**config.mk**
```make
export PLATFORM = sky130hd
export DESIGN_NAME = two_wire_mgmt_bus_interface
export DESIGN_NICKNAME = d
export VERILOG_FILES = /design/src/pkg/two_wire_pkg.sv /design/src/hdl/two_wire_mgmt_bus_interface.sv
export SDC_FILE = /design/constraint.sdc
export NUM_CORES = 1
export LEC_CHECK = 0
export BUFFER_PORTS_ARGS = -buffer_cell sky130_fd_sc_hd__buf_4
export CAP_MARGIN = 10
export CELL_PAD_IN_SITES_DETAIL_PLACEMENT = 2
export CELL_PAD_IN_SITES_GLOBAL_PLACEMENT = 2
export CORE_AREA = 2 2 214 216
export CTS_CLUSTER_SIZE = 24
export DETAILED_ROUTE_END_ITERATION = 8
export DIE_AREA = 0 0 216 218
export PLACE_DENSITY = 0.87
export SYNTH_ARGS = -nofsm -noshare
export SYNTH_HDL_FRONTEND = slang
export SYNTH_SLANG_ARGS = --single-unit
export TNS_END_PERCENT = 30
```
**constraint.sdc**
```tcl
create_clock -name clk_i -period 5.87 [get_ports clk_i]
set_input_delay 1.174 -clock clk_i [delete_from_list [all_inputs] [get_ports clk_i]]
set_output_delay 1.174 -clock clk_i [all_outputs]
set_load 0.03 [all_outputs]
```
**src/pkg/two_wire_pkg.sv**
```systemverilog
// shared constants and carrier types for the two-wire bus interface
package two_wire_pkg;
  localparam int CLK_HZ          = 100_000_000;
  localparam int CLK_PERIOD_NS   = 10;
  localparam int MAX_RATE_DIV    = 20;
  localparam int TICKS_PER_BIT   = 3;
  localparam int MIN_TICK_CYCLES = (MAX_RATE_DIV + TICKS_PER_BIT - 1) / TICKS_PER_BIT;
  localparam int LOW_TICKS       = 1;
  localparam int HIGH_TICKS      = 2;
  localparam int FREE_TICKS      = 10;
  localparam int LOW_TIMEOUT_MS  = 25;
  localparam int LOW_TIMEOUT_CYCLES = LOW_TIMEOUT_MS * (CLK_HZ / 1000);
  localparam int FIFO_DEPTH      = 32;
  localparam int ADDR_W          = 7;
  localparam int ACK_BIT         = 8;
  localparam logic DIR_READ      = 1'b1;
  localparam int FIRST_TWO_WIRE_PORT  = 0;
  localparam int SECOND_TWO_WIRE_PORT = 1;

  typedef enum logic [2:0] {
    CMD_START, CMD_STOP, CMD_WRITE, CMD_READ, CMD_ACK
  } cmd_op_t;

  typedef struct packed {
    cmd_op_t    op;
    logic [7:0] data;
    logic       ack;
  } cmd_t;

  typedef enum logic [2:0] {
    EV_START_DONE, EV_TX_DONE, EV_RX_DATA, EV_SLV_ADDR, EV_STOP, EV_ARB_LOST, EV_TIMEOUT
  } evt_kind_t;

  typedef struct packed {
    evt_kind_t  kind;
    logic [7:0] data;
    logic       ack;
    logic       master;
  } evt_t;

  typedef struct packed {
    logic              enable;
    logic              slave_inhibit;
    logic              hw_ack;
    logic              free_timeout;
    logic [ADDR_W-1:0] own_addr;
    logic [7:0]        tick_div;
  } cfg_t;
endpackage

```
**src/hdl/two_wire_mgmt_bus_interface.sv**
```systemverilog
// two-wire management bus interface: byte engine, master and slave, with command fifo
`timescale 1ns/1ns

module cmd_fifo #(
  parameter int WIDTH = 8,
  parameter int DEPTH = 32
) (
  // clock and reset
  input  wire logic             clk_i,
  input  wire logic             reset_i,
  // fill side
  input  wire logic             in_valid_i,
  output logic                  in_ready_o,
  input  wire logic [WIDTH-1:0] in_data_i,
  // drain side
  output logic                  out_valid_o,
  input  wire logic             out_ready_i,
  output logic [WIDTH-1:0]      out_data_o
);
  // depth must be a power of two so the pointers wrap on their own
  localparam int AW = $clog2(DEPTH);

  logic [WIDTH-1:0] mem [DEPTH];
  logic [AW:0]      count_ff;
  logic [AW:0]      nxt_count;
  logic [AW-1:0]    wr_ff;
  logic [AW-1:0]    rd_ff;
  logic             ready_ff;
  wire              push = in_valid_i & ready_ff;
  wire              pop  = out_ready_i & out_valid_o;

  assign out_valid_o = (count_ff != '0);
  assign out_data_o  = mem[rd_ff];
  assign in_ready_o  = ready_ff;
  assign nxt_count   = count_ff + {{AW{1'b0}}, push} - {{AW{1'b0}}, pop};

  always_ff @(posedge clk_i) begin
    if (push) begin
      mem[wr_ff] <= in_data_i;
    end
  end

  always_ff @(posedge clk_i) begin
    if (reset_i) begin
      count_ff <= '0;
      wr_ff    <= '0;
      rd_ff    <= '0;
      ready_ff <= 1'b0;
    end else begin
      count_ff <= nxt_count;
      wr_ff    <= wr_ff + {{(AW-1){1'b0}}, push};
      rd_ff    <= rd_ff + {{(AW-1){1'b0}}, pop};
      ready_ff <= (nxt_count != (AW+1)'(DEPTH));
    end
  end
endmodule // cmd_fifo

module two_wire_mgmt_bus_interface #(
  parameter int PORT_INDEX         = two_wire_pkg::FIRST_TWO_WIRE_PORT,
  parameter int LOW_TIMEOUT_CYCLES = two_wire_pkg::LOW_TIMEOUT_CYCLES,
  parameter int FIFO_DEPTH         = two_wire_pkg::FIFO_DEPTH
) (
  // clock and reset
  input  wire logic               clk_i,
  input  wire logic               reset_i,
  // configuration
  input  wire two_wire_pkg::cfg_t cfg_i,
  // host commands
  input  wire logic               cmd_valid_i,
  output logic                    cmd_ready_o,
  input  wire two_wire_pkg::cmd_t cmd_i,
  // host events and status
  output logic                    evt_valid_o,
  output two_wire_pkg::evt_t      evt_o,
  output logic                    bus_busy_o,
  output logic                    master_o,
  // bus pins
  input  wire logic               scl_i,
  output logic                    scl_o,
  output logic                    scl_oe_o,
  input  wire logic               sda_i,
  output logic                    sda_o,
  output logic                    sda_oe_o
);
  localparam int LW = $clog2(LOW_TIMEOUT_CYCLES + 1);

  typedef enum logic [3:0] {
    ST_IDLE, ST_RS_LOW, ST_RS_HIGH, ST_START, ST_HOLD, ST_BYTE, ST_ACKWAIT,
    ST_STOP_LOW, ST_STOP_HIGH, ST_SKIP
  } state_t;

  function automatic two_wire_pkg::evt_t mk_evt(two_wire_pkg::evt_kind_t k, logic [7:0] d,
                                                logic a, logic m);
    mk_evt = '{kind: k, data: d, ack: a, master: m};
  endfunction

  state_t             state_ff, nxt_state;
  logic               master_ff, nxt_master;
  logic               tx_ff, nxt_tx;
  logic               addr_ph_ff, nxt_addr_ph;
  logic               slv_act_ff, nxt_slv_act;
  logic [7:0]         sh_ff, nxt_sh;
  logic [3:0]         bit_ff, nxt_bit;
  logic               ack_out_ff, nxt_ack_out;
  logic               ack_in_ff, nxt_ack_in;
  logic               scl_low_ff, nxt_scl_low;
  logic               sda_low_ff, nxt_sda_low;
  logic               busy_ff, nxt_busy;
  logic               inhibit_ff;
  logic               evt_valid_ff, nxt_evt_valid;
  two_wire_pkg::evt_t evt_ff, nxt_evt;
  logic               scl_q_ff;
  logic               sda_q_ff;
  logic [11:0]        ph_cnt_ff;
  logic [11:0]        idle_cnt_ff;
  logic [LW-1:0]      low_cnt_ff;
  logic               cmd_take;
  logic               q_valid;
  two_wire_pkg::cmd_t q_cmd;

  cmd_fifo #(
    .WIDTH ($bits(two_wire_pkg::cmd_t)),
    .DEPTH (FIFO_DEPTH)
  ) u_cmd_fifo (
    .clk_i       (clk_i),
    .reset_i     (reset_i),
    .in_valid_i  (cmd_valid_i),
    .in_ready_o  (cmd_ready_o),
    .in_data_i   (cmd_i),
    .out_valid_o (q_valid),
    .out_ready_i (cmd_take),
    .out_data_o  (q_cmd)
  );

  // line events; inputs are synchronous, one stage keeps the previous level
  wire scl_rise  = scl_i & ~scl_q_ff;
  wire scl_fall  = ~scl_i & scl_q_ff;
  wire start_det = scl_i & scl_q_ff & sda_q_ff & ~sda_i;
  wire stop_det  = scl_i & scl_q_ff & ~sda_q_ff & sda_i;

  // tick period clamped so three ticks per bit never beat clk/20
  wire [11:0] tick_per  = (cfg_i.tick_div < 8'(two_wire_pkg::MIN_TICK_CYCLES)) ?
                          12'(two_wire_pkg::MIN_TICK_CYCLES) : {4'h0, cfg_i.tick_div};
  wire [11:0] low_need  = 12'(tick_per * 12'(two_wire_pkg::LOW_TICKS));
  wire [11:0] high_need = 12'(tick_per * 12'(two_wire_pkg::HIGH_TICKS));
  wire [11:0] free_need = 12'(tick_per * 12'(two_wire_pkg::FREE_TICKS));
  wire        low_done  = (ph_cnt_ff >= low_need);
  wire        high_done = (ph_cnt_ff >= high_need);
  wire        free_to   = cfg_i.free_timeout & busy_ff & (idle_cnt_ff > free_need);
  // same limit type on both ports; each instance gets its own value
  wire        low_to    = (low_cnt_ff >= LW'(LOW_TIMEOUT_CYCLES));
  wire        addr_hit  = (sh_ff[7:1] == cfg_i.own_addr);
  wire        is_read   = (sh_ff[0] == two_wire_pkg::DIR_READ);
  wire        at_ack    = (bit_ff == 4'(two_wire_pkg::ACK_BIT));
  wire        sda_want  = at_ack ? (~tx_ff & ack_out_ff) : (tx_ff & ~sh_ff[7]);
  wire        ph_clr    = (nxt_state != state_ff) | (nxt_scl_low != scl_low_ff) |
                          (~scl_i & ~scl_low_ff);

  always_comb begin
    nxt_state     = state_ff;
    nxt_master    = master_ff;
    nxt_tx        = tx_ff;
    nxt_addr_ph   = addr_ph_ff;
    nxt_slv_act   = slv_act_ff;
    nxt_sh        = sh_ff;
    nxt_bit       = bit_ff;
    nxt_ack_out   = ack_out_ff;
    nxt_ack_in    = ack_in_ff;
    nxt_scl_low   = scl_low_ff;
    nxt_sda_low   = sda_low_ff;
    nxt_evt_valid = 1'b0;
    nxt_evt       = evt_ff;
    cmd_take      = 1'b0;
    case (state_ff)
      ST_IDLE: begin
        nxt_scl_low = 1'b0;
        nxt_sda_low = 1'b0;
        // a start waits in the fifo until the bus is free
        if (q_valid & (q_cmd.op != two_wire_pkg::CMD_START)) begin
          cmd_take = 1'b1;
        end else if (q_valid & ~busy_ff) begin
          cmd_take   = 1'b1;
          nxt_master = 1'b1;
          nxt_state  = ST_RS_HIGH;
        end
      end
      ST_RS_LOW: begin
        nxt_sda_low = 1'b0;
        if (low_done) begin
          nxt_scl_low = 1'b0;
          nxt_state   = ST_RS_HIGH;
        end
      end
      ST_RS_HIGH: begin
        if (high_done & sda_i) begin
          nxt_sda_low = 1'b1;
          nxt_state   = ST_START;
        end
      end
      ST_START: begin
        if (high_done) begin
          nxt_scl_low   = 1'b1;
          nxt_addr_ph   = 1'b1;
          nxt_bit       = 4'h0;
          nxt_state     = ST_HOLD;
          nxt_evt_valid = 1'b1;
          nxt_evt       = mk_evt(two_wire_pkg::EV_START_DONE, sh_ff, 1'b0, 1'b1);
        end
      end
      ST_HOLD: begin
        nxt_scl_low = 1'b1;
        if (~scl_i) begin
          nxt_sda_low = 1'b0;
        end
        if (q_valid) begin
          cmd_take = 1'b1;
          case (q_cmd.op)
            two_wire_pkg::CMD_WRITE: begin
              nxt_sh    = q_cmd.data;
              nxt_tx    = 1'b1;
              nxt_bit   = 4'h0;
              nxt_state = ST_BYTE;
            end
            two_wire_pkg::CMD_READ: begin
              if (master_ff) begin
                nxt_tx      = 1'b0;
                nxt_ack_out = q_cmd.ack;
                nxt_bit     = 4'h0;
                nxt_state   = ST_BYTE;
              end
            end
            two_wire_pkg::CMD_START: begin
              if (master_ff) begin
                nxt_state = ST_RS_LOW;
              end
            end
            two_wire_pkg::CMD_STOP: begin
              if (master_ff) begin
                nxt_state = ST_STOP_LOW;
              end
            end
            default: begin
            end
          endcase
        end
      end
      ST_ACKWAIT: begin
        nxt_scl_low = 1'b1;
        if (q_valid) begin
          cmd_take = 1'b1;
          if (q_cmd.op == two_wire_pkg::CMD_ACK) begin
            nxt_ack_out = q_cmd.ack;
            nxt_state   = ST_BYTE;
          end
        end
      end
      ST_BYTE: begin
        if (~scl_i) begin
          nxt_sda_low = sda_want;
        end
        if (master_ff) begin
          if (scl_low_ff) begin
            nxt_scl_low = ~low_done;
          end else if (scl_fall | high_done) begin
            nxt_scl_low = 1'b1;
          end
        end else begin
          // slave lets scl go only once its data bit is on the line
          nxt_scl_low = scl_low_ff & (sda_low_ff != sda_want);
        end
        if (scl_rise) begin
          if (at_ack) begin
            nxt_ack_in = ~sda_i;
          end else begin
            nxt_sh = {sh_ff[6:0], sda_i};
            if (master_ff & tx_ff & sh_ff[7] & ~sda_i) begin
              nxt_master    = 1'b0;
              nxt_tx        = 1'b0;
              nxt_scl_low   = 1'b0;
              nxt_evt_valid = 1'b1;
              nxt_evt       = mk_evt(two_wire_pkg::EV_ARB_LOST, sh_ff, 1'b0, 1'b0);
              if (~addr_ph_ff) begin
                nxt_state = ST_SKIP;
              end
            end
          end
        end
        if (scl_fall) begin
          if (bit_ff == 4'h7) begin
            nxt_bit = 4'(two_wire_pkg::ACK_BIT);
            if (~tx_ff & ~master_ff) begin
              if (addr_ph_ff & inhibit_ff) begin
                nxt_ack_out = 1'b0;
              end else if (cfg_i.hw_ack) begin
                nxt_ack_out = ~addr_ph_ff | addr_hit;
                if (addr_ph_ff & addr_hit) begin
                  nxt_evt_valid = 1'b1;
                  nxt_evt = mk_evt(two_wire_pkg::EV_SLV_ADDR, sh_ff, 1'b1, 1'b0);
                end
              end else begin
                nxt_state     = ST_ACKWAIT;
                nxt_scl_low   = 1'b1;
                nxt_evt_valid = 1'b1;
                nxt_evt       = mk_evt(addr_ph_ff ? two_wire_pkg::EV_SLV_ADDR :
                                       two_wire_pkg::EV_RX_DATA, sh_ff, 1'b0, 1'b0);
              end
            end
          end else if (at_ack) begin
            nxt_bit     = 4'h0;
            nxt_addr_ph = 1'b0;
            if (master_ff) begin
              nxt_state     = ST_HOLD;
              nxt_evt_valid = 1'b1;
              nxt_evt       = mk_evt(tx_ff ? two_wire_pkg::EV_TX_DONE : two_wire_pkg::EV_RX_DATA,
                                     sh_ff, tx_ff ? ack_in_ff : ack_out_ff, 1'b1);
            end else if (addr_ph_ff) begin
              nxt_slv_act = ack_out_ff;
              if (~ack_out_ff) begin
                nxt_state = ST_SKIP;
              end else if (is_read) begin
                nxt_state = ST_HOLD;
              end
            end else if (tx_ff) begin
              nxt_tx        = 1'b0;
              nxt_state     = ack_in_ff ? ST_HOLD : ST_SKIP;
              nxt_evt_valid = 1'b1;
              nxt_evt       = mk_evt(two_wire_pkg::EV_TX_DONE, sh_ff, ack_in_ff, 1'b0);
            end else if (cfg_i.hw_ack) begin
              nxt_evt_valid = 1'b1;
              nxt_evt       = mk_evt(two_wire_pkg::EV_RX_DATA, sh_ff, ack_out_ff, 1'b0);
            end
          end else begin
            nxt_bit = bit_ff + 4'h1;
          end
        end
      end
      ST_STOP_LOW: begin
        nxt_scl_low = 1'b1;
        nxt_sda_low = 1'b1;
        if (low_done) begin
          nxt_scl_low = 1'b0;
          nxt_state   = ST_STOP_HIGH;
        end
      end
      ST_STOP_HIGH: begin
        if (high_done) begin
          nxt_sda_low = 1'b0;
          nxt_master  = 1'b0;
          nxt_state   = ST_IDLE;
        end
      end
      default: begin
        nxt_scl_low = 1'b0;
        nxt_sda_low = 1'b0;
      end
    endcase
    // foreign start: listen for an address, a master that did not make it has lost
    if (start_det & (state_ff != ST_START)) begin
      nxt_state   = ST_BYTE;
      nxt_addr_ph = 1'b1;
      nxt_slv_act = 1'b0;
      nxt_tx      = 1'b0;
      nxt_bit     = 4'h0;
      nxt_scl_low = 1'b0;
      nxt_sda_low = 1'b0;
      if (master_ff) begin
        nxt_master    = 1'b0;
        nxt_evt_valid = 1'b1;
        nxt_evt       = mk_evt(two_wire_pkg::EV_ARB_LOST, sh_ff, 1'b0, 1'b0);
      end
    end
    if (stop_det) begin
      nxt_state   = ST_IDLE;
      nxt_master  = 1'b0;
      nxt_slv_act = 1'b0;
      nxt_scl_low = 1'b0;
      nxt_sda_low = 1'b0;
      if (slv_act_ff) begin
        nxt_evt_valid = 1'b1;
        nxt_evt       = mk_evt(two_wire_pkg::EV_STOP, sh_ff, 1'b0, 1'b0);
      end
    end
    if (low_to) begin
      nxt_state     = ST_IDLE;
      nxt_master    = 1'b0;
      nxt_slv_act   = 1'b0;
      nxt_scl_low   = 1'b0;
      nxt_sda_low   = 1'b0;
      nxt_evt_valid = 1'b1;
      nxt_evt       = mk_evt(two_wire_pkg::EV_TIMEOUT, sh_ff, 1'b0, master_ff);
    end
    if (~cfg_i.enable) begin
      nxt_state     = ST_IDLE;
      nxt_master    = 1'b0;
      nxt_slv_act   = 1'b0;
      nxt_scl_low   = 1'b0;
      nxt_sda_low   = 1'b0;
      nxt_evt_valid = 1'b0;
      // no pulse, so the event word must not move either
      nxt_evt       = evt_ff;
    end
  end

  assign nxt_busy = start_det | (busy_ff & ~stop_det & ~free_to & ~low_to);

  always_ff @(posedge clk_i) begin
    if (reset_i) begin
      state_ff     <= ST_IDLE;
      master_ff    <= 1'b0;
      tx_ff        <= 1'b0;
      addr_ph_ff   <= 1'b0;
      slv_act_ff   <= 1'b0;
      sh_ff        <= 8'h00;
      bit_ff       <= 4'h0;
      ack_out_ff   <= 1'b0;
      ack_in_ff    <= 1'b0;
      scl_low_ff   <= 1'b0;
      sda_low_ff   <= 1'b0;
      busy_ff      <= 1'b0;
      evt_valid_ff <= 1'b0;
      evt_ff       <= '0;
    end else begin
      state_ff     <= nxt_state;
      master_ff    <= nxt_master;
      tx_ff        <= nxt_tx;
      addr_ph_ff   <= nxt_addr_ph;
      slv_act_ff   <= nxt_slv_act;
      sh_ff        <= nxt_sh;
      bit_ff       <= nxt_bit;
      ack_out_ff   <= nxt_ack_out;
      ack_in_ff    <= nxt_ack_in;
      scl_low_ff   <= nxt_scl_low;
      sda_low_ff   <= nxt_sda_low;
      busy_ff      <= nxt_busy;
      evt_valid_ff <= nxt_evt_valid;
      evt_ff       <= nxt_evt;
    end
  end

  // line history and the three time counters
  always_ff @(posedge clk_i) begin
    if (reset_i) begin
      scl_q_ff    <= 1'b1;
      sda_q_ff    <= 1'b1;
      inhibit_ff  <= 1'b0;
      ph_cnt_ff   <= 12'h000;
      idle_cnt_ff <= 12'h000;
      low_cnt_ff  <= '0;
    end else begin
      scl_q_ff <= scl_i;
      sda_q_ff <= sda_i;
      // inhibit takes effect only from the next start
      if (start_det) begin
        inhibit_ff <= cfg_i.slave_inhibit;
      end
      if (ph_clr) begin
        ph_cnt_ff <= 12'h000;
      end else if (ph_cnt_ff != 12'hfff) begin
        ph_cnt_ff <= ph_cnt_ff + 12'h001;
      end
      if (~(scl_i & sda_i)) begin
        idle_cnt_ff <= 12'h000;
      end else if (idle_cnt_ff != 12'hfff) begin
        idle_cnt_ff <= idle_cnt_ff + 12'h001;
      end
      if (scl_i | ~cfg_i.enable | low_to) begin
        low_cnt_ff <= '0;
      end else begin
        low_cnt_ff <= low_cnt_ff + LW'(1);
      end
    end
  end

  // open drain: output level is always low, only the enables move
  assign scl_o       = 1'b0;
  assign sda_o       = 1'b0;
  assign scl_oe_o    = scl_low_ff;
  assign sda_oe_o    = sda_low_ff;
  assign evt_valid_o = evt_valid_ff;
  assign evt_o       = evt_ff;
  assign bus_busy_o  = busy_ff;
  assign master_o    = master_ff;
endmodule // two_wire_mgmt_bus_interface

```
After elaboration in Yosys (flattened, before gate mapping):

Memories as Yosys holds them, arrays and structs flattened. A register that Yosys moved wholly into a read port is not among the register bits.
Cells that the tools add are included.
Widths: inputs -> output; s select.

* input port bits: 36
* output and inout bits: 21
* flip-flop bits (word level): 105
* memory bits (writable): 384
* word-level logic and storage cells: 332
* bits in latches: 0
* bits in read-only memories: 0
* memories: 1

* $mul: 1
* equal/unequal tests: 45
* reduce and logical (&&, ||, !) cells: 26
* multiplexer cells: 165
* bitwise operators: 54
* shift operators: 0
* div/mod/pow operators: 0
* magnitude comparators: 5
* add/sub/neg operators: 8

Memories
* u_cmd_fifo.mem: words 32, bits a word 12, rd ports 1, clocked after Yosys merged registers in 1, wr ports 1, line two_wire_mgmt_bus_interface.sv:23 `logic [WIDTH-1:0] mem [DEPTH];`

Operators with widths (count)
* $mux 13: 20
* $mux 4: 39
* $mux 1: 84
* $mux 8: 5
* $pmux 4 s9: 1
* $and 1x1->1: 29
* $ne 2x2->1 const B: 14
* $pmux 13 s2: 1
* $add 12x1->12 const B: 2
* $ne 12x12->1 const B: 2
* $add 22x1->22 const B: 1
* $ge 22x22->1 const B: 1
* $eq 4x3->1 const B: 5
* $ne 3x3->1 const B: 6
* $not 1->1: 18
* $pmux 4 s4: 1
* $pmux 8 s2: 1
* $reduce_or 2->1: 8
* $reduce_and 5->1: 3
* $ge 12x8->1: 1
* $ge 12x9->1: 1
* $gt 12x12->1: 1
* $pmux 1 s6: 2
* $pmux 4 s3: 1
* other kinds (36): 57

Logic depth before layout (Yosys ltp):

* depth after elaboration: 24
* gate-level depth with buffers: 23
* depth with buffers taken out: 23

By module:

From an unflattened synthesis, not the netlist that was laid out.

* cells, all modules: 1613
* area, all modules: 22036.1 um2

Modules (own cells, without submodules)
* cmd_fifo: cells an instance 829, instances 1, seq. area each 11871.4 um2, area each 15816.4 um2
* two_wire_mgmt_bus_interface: cells an instance 784, instances 1, seq. area each 1761.7 um2, area each 6219.7 um2

Least setup slack after synthesis:

Ideal clock, no wire load.

* path type: input port to flip-flop
* start: input cfg_i[4] (netlist name)
* end: register busy_ff, in the netlist bus_busy_o
* arrival: 4.239 ns
* data required time: 5.738 ns
* setup time: 0.132 ns
* buffers on the path: 0
* path slack: 1.499 ns
* cell stages on the path: 23
* cell sequence: inv_1 > nand4_1 > nor2_1 > or2_2 > ha_1 > ha_1 > inv_1 > fa_1 > inv_1 > a21oi_1 > o21bai_1 > a21o_1 > a21oi_1 > xnor2_1 > ha_1 > nand4_1 > or2_2 > o21ai_0 > nor2_1 > o21ai_0 > o211ai_1 > nand4b_1 > a21oi_1

* longest elaborated chain between the ends: 9

Ends and longest elaborated chain
* start, declared: line two_wire_mgmt_bus_interface.sv:67 `input wire two_wire_pkg::cfg_t cfg_i,`
* $lt 8x3->1: line two_wire_mgmt_bus_interface.sv:142 `wire [11:0] tick_per = (cfg_i.tick_div < 8'(two_wire_pkg::MIN_TICK_CYCLES)) ?`
* $mux 8 *: line two_wire_mgmt_bus_interface.sv:142
* $mul 8x3->11 *: line two_wire_mgmt_bus_interface.sv:146 `wire [11:0] free_need = 12'(tick_per * 12'(two_wire_pkg::FREE_TICKS));`
* $gt 12x12->1 *: line two_wire_mgmt_bus_interface.sv:149 `wire free_to = cfg_i.free_timeout & busy_ff & (idle_cnt_ff > free_need);`
* $and 1x1->1 *: line two_wire_mgmt_bus_interface.sv:149
* $not 1->1 *: line two_wire_mgmt_bus_interface.sv:404 `assign nxt_busy = start_det | (busy_ff & ~stop_det & ~free_to & ~low_to);`
* $and 1x1->1 * (2 in a row): line two_wire_mgmt_bus_interface.sv:404
* $or 1x1->1 *: line two_wire_mgmt_bus_interface.sv:404
* end signal, assigned: line two_wire_mgmt_bus_interface.sv:434 `busy_ff <= nxt_busy;`
* end, declared: line two_wire_mgmt_bus_interface.sv:108 `logic busy_ff, nxt_busy;`

Every way passes the cells marked *; elsewhere a longest branch is shown, timed or not.
A chain may end at the register's enable or synchronous reset.

==> impl_metrics.sql <==
INSERT INTO impl_metrics (metric_group, metric, value, unit) VALUES
('clock_network', 'htree_num_levels', '2', ''),
('job', 'max_cap_violations', '0', ''),
('power', 'netSwitchingFraction', '28.7', '%'),
('finish', 'final_design_area_no_fill', '24600', 'um2'),
('clock_network', 'clk_root_buffer_cell', 'sky130_fd_sc_hd__clkbuf_16', ''),
('floorplan', 'floorplan.die.height', '218', 'um'),
('grt', 'global_route.overflow_total', '0', ''),
('status', 'status', 'completed', ''),
('finish', 'filler_cell_count', '3980', ''),
('timing', 'setup_viol', '0', ''),
('routing', 'route.top_layer_used', 'met5', ''),
('routing', 'wl_per_cell', '32.9', 'um'),
('timing', 'period_minus_slack', '5.14', 'ns'),
('synthesis', 'synth.avg_cell_area', '14.5', 'um2'),
('worst_setup_path', 'worst-path-max-fanout', '39', ''),
('timing', 'maxClockFrequency', '0.194', 'GHz'),
('power', 'share_clk_of_total_power', '37.6', '%'),
('synthesis', 'post_synth_instance_area', '21800', 'um2'),
('worst_setup_path', 'crit_path_start', 'u_cmd_fifo.rd_ff[1]$_SDFF_PP0_', ''),
('routing', 'post-route-drc-count', '0', ''),
('worst_setup_path', 'worstSetupStartpointType', 'flip-flop', ''),
('routing', 'vias', '14100', ''),
('power', 'seqPwrFrac', '43.7', '%'),
('floorplan', 'fp.coreArea', '44900', 'um2'),
('timing', 'final_setup_skew', '0.0785', 'ns'),
('finish', 'post_route_cells_drive_above_1_share', '19.1', '%'),
('synthesis', 'synth_top_flop_cell', 'sky130_fd_sc_hd__edfxtp_1', ''),
('place', 'port_buffers', '54', ''),
('synthesis', 'synth-seq-area-share', '62.7', '%'),
('routing', 'route.antenna.remaining_nets', '0', ''),
('finish', 'area.growth.synth_to_final', '13.0', '%'),
('routing', 'met1_length', '27600', 'um'),
('routing', 'wl', '72500', 'um'),
('clock_network', 'tritoncts_num_sinks', '489', ''),
('place', 'placement.cell_area', '22900', 'um2'),
('routing', 'vias_per_cell', '6.38', ''),
('clock_network', 'cts_hold_buffers', '0', ''),
('synthesis', 'synthesis.instances', '1496', ''),
('timing', 'rsz0062_at_grt', 'false', ''),
('clock_network', 'clock_path_buffers', '3', ''),
('synthesis', 'synth-edff-count', '384', ''),
('clock_network', 'cts_tree', 'built', ''),
('clock_network', 'clk_transition_reported_paths', '0.06', 'ns'),
('floorplan', 'initial_utilization', '48.5', '%'),
('floorplan', 'ios', '57', ''),
('power', 'switchingPower', '2.61', 'mW'),
('power', 'vdd_drop_max', '320', 'uV'),
('routing', 'detailedRoute.firstIterationViolations', '1462', ''),
('worst_setup_path', 'crit_path_end_kind', 'flip-flop', ''),
('timing', 'worst_slew_pin_slew', '1.28', 'ns'),
('timing', 'hold_viol_final', '0', ''),
('synthesis', 'ys.warnings.count', '0', ''),
('timing', 'setup-tns-final', '0', 'ns'),
('worst_setup_path', 'timing.rr.start', 'u_cmd_fifo.rd_ff[1]$_SDFF_PP0_', ''),
('hold_path', 'holdCritPathClass', 'reg2reg', ''),
('worst_setup_path', 'worst-setup-path-type', 'reg2reg', ''),
('floorplan', 'die-area', '47100', 'um2'),
('place', 'gpl.final_weighted_congestion', '0.863', ''),
('clock_network', 'clk-insertion-delay-late', '0.66', 'ns'),
('routing', 'drt_first_pass_iters', '5', ''),
('synthesis', 'post_synth_num_cell_types', '85', ''),
('synthesis', 'synth_async_sr_flop_share', '0', '%'),
('grt', 'first_global_vias', '15300', ''),
('power', 'power_density', '370', 'nW/um2'),
('grt', 'grt_first_pass_wirelength', '108000', 'um'),
('grt', 'globalRouteTotalUtil', '31.6', '%'),
('worst_setup_path', 'critPathRequiredTime', '6.31', 'ns'),
('power', 'power.share.combinational', '18.8', '%'),
('finish', 'final_net_count', '1661', ''),
('hold_path', 'hold_path_startpoint', 'low_cnt_ff[0]$_SDFF_PP0_', ''),
('grt', 'grt_antenna_before_repair', '1', '');
## logic make-up (layout without fill, tap and decap cells)
kind of cell | count (synthesis) | after routing | share of synthesized area, %
compound gates | 207 | 207 | 6.52
xor+xnor | 61 | 61 | 2.46
fa+ha+maj | 59 | 59 | 3.46
other cells | 1 | 3 | 0.0172
simple gates | 401 | 401 | 9.23
flops | 489 | 489 | 62.7
mux | 153 | 153 | 13.2
buf+inv | 125 | 234 | 2.44
## final timing paths
path / cells after the start / slack [ns] / to
worst min register to register: 1 / 0.50 / low_cnt_ff[0]$_SDFF_PP0_
worst max register to register: 17 / 0.73 / u_cmd_fifo.in_ready_o$_SDFF_PP0_
worst min-delay path: 1 / 0.50 / low_cnt_ff[0]$_SDFF_PP0_
worst max-delay path: 17 / 0.73 / u_cmd_fifo.in_ready_o$_SDFF_PP0_
## synth_stat cells (all sizes together), types with 5 or more instances
| master | number | area, um2 |
|---|---|---|
| a211o | 5 | 45.0 |
| a211oi | 12 | 95.1 |
| a21o | 10 | 75.1 |
| a21oi | 56 | 284 |
| a22o | 9 | 78.8 |
| a31oi | 12 | 75.1 |
| and2 | 5 | 31.3 |
| and3 | 14 | 87.6 |
| buf | 24 | 151 |
| clkbuf | 49 | 184 |
| dfxtp | 105 | 2100 |
| edfxtp | 384 | 11500 |
| ha | 57 | 713 |
| inv | 51 | 191 |
| mux2i | 47 | 470 |
| mux4 | 106 | 2400 |
| nand2 | 56 | 210 |
| nand2b | 11 | 68.8 |
| nand3 | 32 | 160 |
| nand3b | 12 | 90.1 |
| nand4 | 18 | 119 |
| nor2 | 155 | 594 |
| nor2b | 19 | 119 |
| nor3 | 27 | 140 |
| nor4 | 12 | 75.1 |
| o211ai | 8 | 60.1 |
| o21ai | 38 | 194 |
| o21bai | 5 | 41.3 |
| o221ai | 8 | 70.1 |
| or2 | 11 | 68.8 |
| or3 | 6 | 37.5 |
| xnor2 | 32 | 280 |
| xor2 | 29 | 254 |
## registers in the layout (all words and copies together) (netlist names), 4 cells and up
| signal | count |
|---|---|
| ph_cnt_ff | 12 |
| idle_cnt_ff | 12 |
| low_cnt_ff | 22 |
| u_cmd_fifo.count_ff | 6 |
| bit_ff | 4 |
| state_ff | 4 |
| u_cmd_fifo.wr_ff | 5 |
| evt_o | 13 |
| u_cmd_fifo.mem | 384 |
| u_cmd_fifo.rd_ff | 5 |
| sh_ff | 8 |
## power by group through the flow
stage | Combinational [mW] | Clock (mW) | Sequential (mW)
6_report | 1.71 | 3.41 | 3.97
5_1_grt | 1.83 | 3.56 | 3.98
4_1_cts | 1.71 | 3.47 | 3.97
3_5_place_dp | 1.64 | 0 | 4.03
3_3_place_gp | 1.54 | 0 | 4.02
2_1_floorplan | 1.28 | 0 | 3.89
## per-layer routing
layer  global-route usage (%)  up-vias
met5                        0        -
met4                     11.8        2
met3                     4.85      166
met2                     57.0      556
met1                     38.3     7438
li1                         -     5916
## layout by cell type, fill, tap and decap left out, types with 37 or more instances in the layout
master and count:
sky130_fd_sc_hd__edfxtp_1 384, sky130_fd_sc_hd__nor2_1 141, sky130_fd_sc_hd__mux4_2 102, sky130_fd_sc_hd__dfxtp_1 102
sky130_fd_sc_hd__buf_4 88, sky130_fd_sc_hd__ha_1 57, sky130_fd_sc_hd__nand2_1 56, sky130_fd_sc_hd__a21oi_1 55
sky130_fd_sc_hd__clkbuf_16 52, sky130_fd_sc_hd__inv_1 51, sky130_fd_sc_hd__mux2i_1 47, sky130_fd_sc_hd__o21ai_0 37
## final cells by class
cell class / instances / area, um2 / area share (%)
antenna: 1 / 2.50 / 0.0102
timing repair buffer: 88 / 661 / 2.69
inverter: 52 / 195 / 0.794
tap: 600 / 751 / 3.05
multi-input combinational: 883 / 7630 / 31.0
clock buffer: 68 / 1390 / 5.64
sequential: 489 / 13600 / 55.5
clock inverter: 26 / 319 / 1.30
## metrics by stage
stage          hold WS (ns)  instances  worst slack, ns  util, %  total power, mW
2_1_floorplan         0.442       1497             1.50        -             5.17
3_3_place_gp          0.458       2112             1.09     51.0             5.56
3_5_place_dp          0.479       2112            0.927     51.0             5.67
4_1_cts               0.508       2206            0.744     54.8             9.14
5_1_grt               0.526       2206            0.419     54.8             9.37
6_report              0.504       2207            0.726     54.8             9.09
## worst max-delay path, cell delays in order (launching register included)
cell                       delay (ns)
sky130_fd_sc_hd__dfxtp_4         0.81
sky130_fd_sc_hd__buf_4           0.40
sky130_fd_sc_hd__nor2b_1         0.18
sky130_fd_sc_hd__a22oi_1         0.39
sky130_fd_sc_hd__a311oi_1        0.24
sky130_fd_sc_hd__nor3_2          0.44
sky130_fd_sc_hd__nand3b_1        0.16
sky130_fd_sc_hd__a21oi_1         0.08
sky130_fd_sc_hd__nor4_1          0.46
sky130_fd_sc_hd__ha_1            0.30
sky130_fd_sc_hd__inv_1           0.06
sky130_fd_sc_hd__ha_1            0.30
sky130_fd_sc_hd__a21o_1          0.18
sky130_fd_sc_hd__a21oi_1         0.27
sky130_fd_sc_hd__o21bai_1        0.12
sky130_fd_sc_hd__a21oi_1         0.22
sky130_fd_sc_hd__xor2_1          0.22
sky130_fd_sc_hd__a31oi_1         0.13
Power figures use the tool's default switching activity.
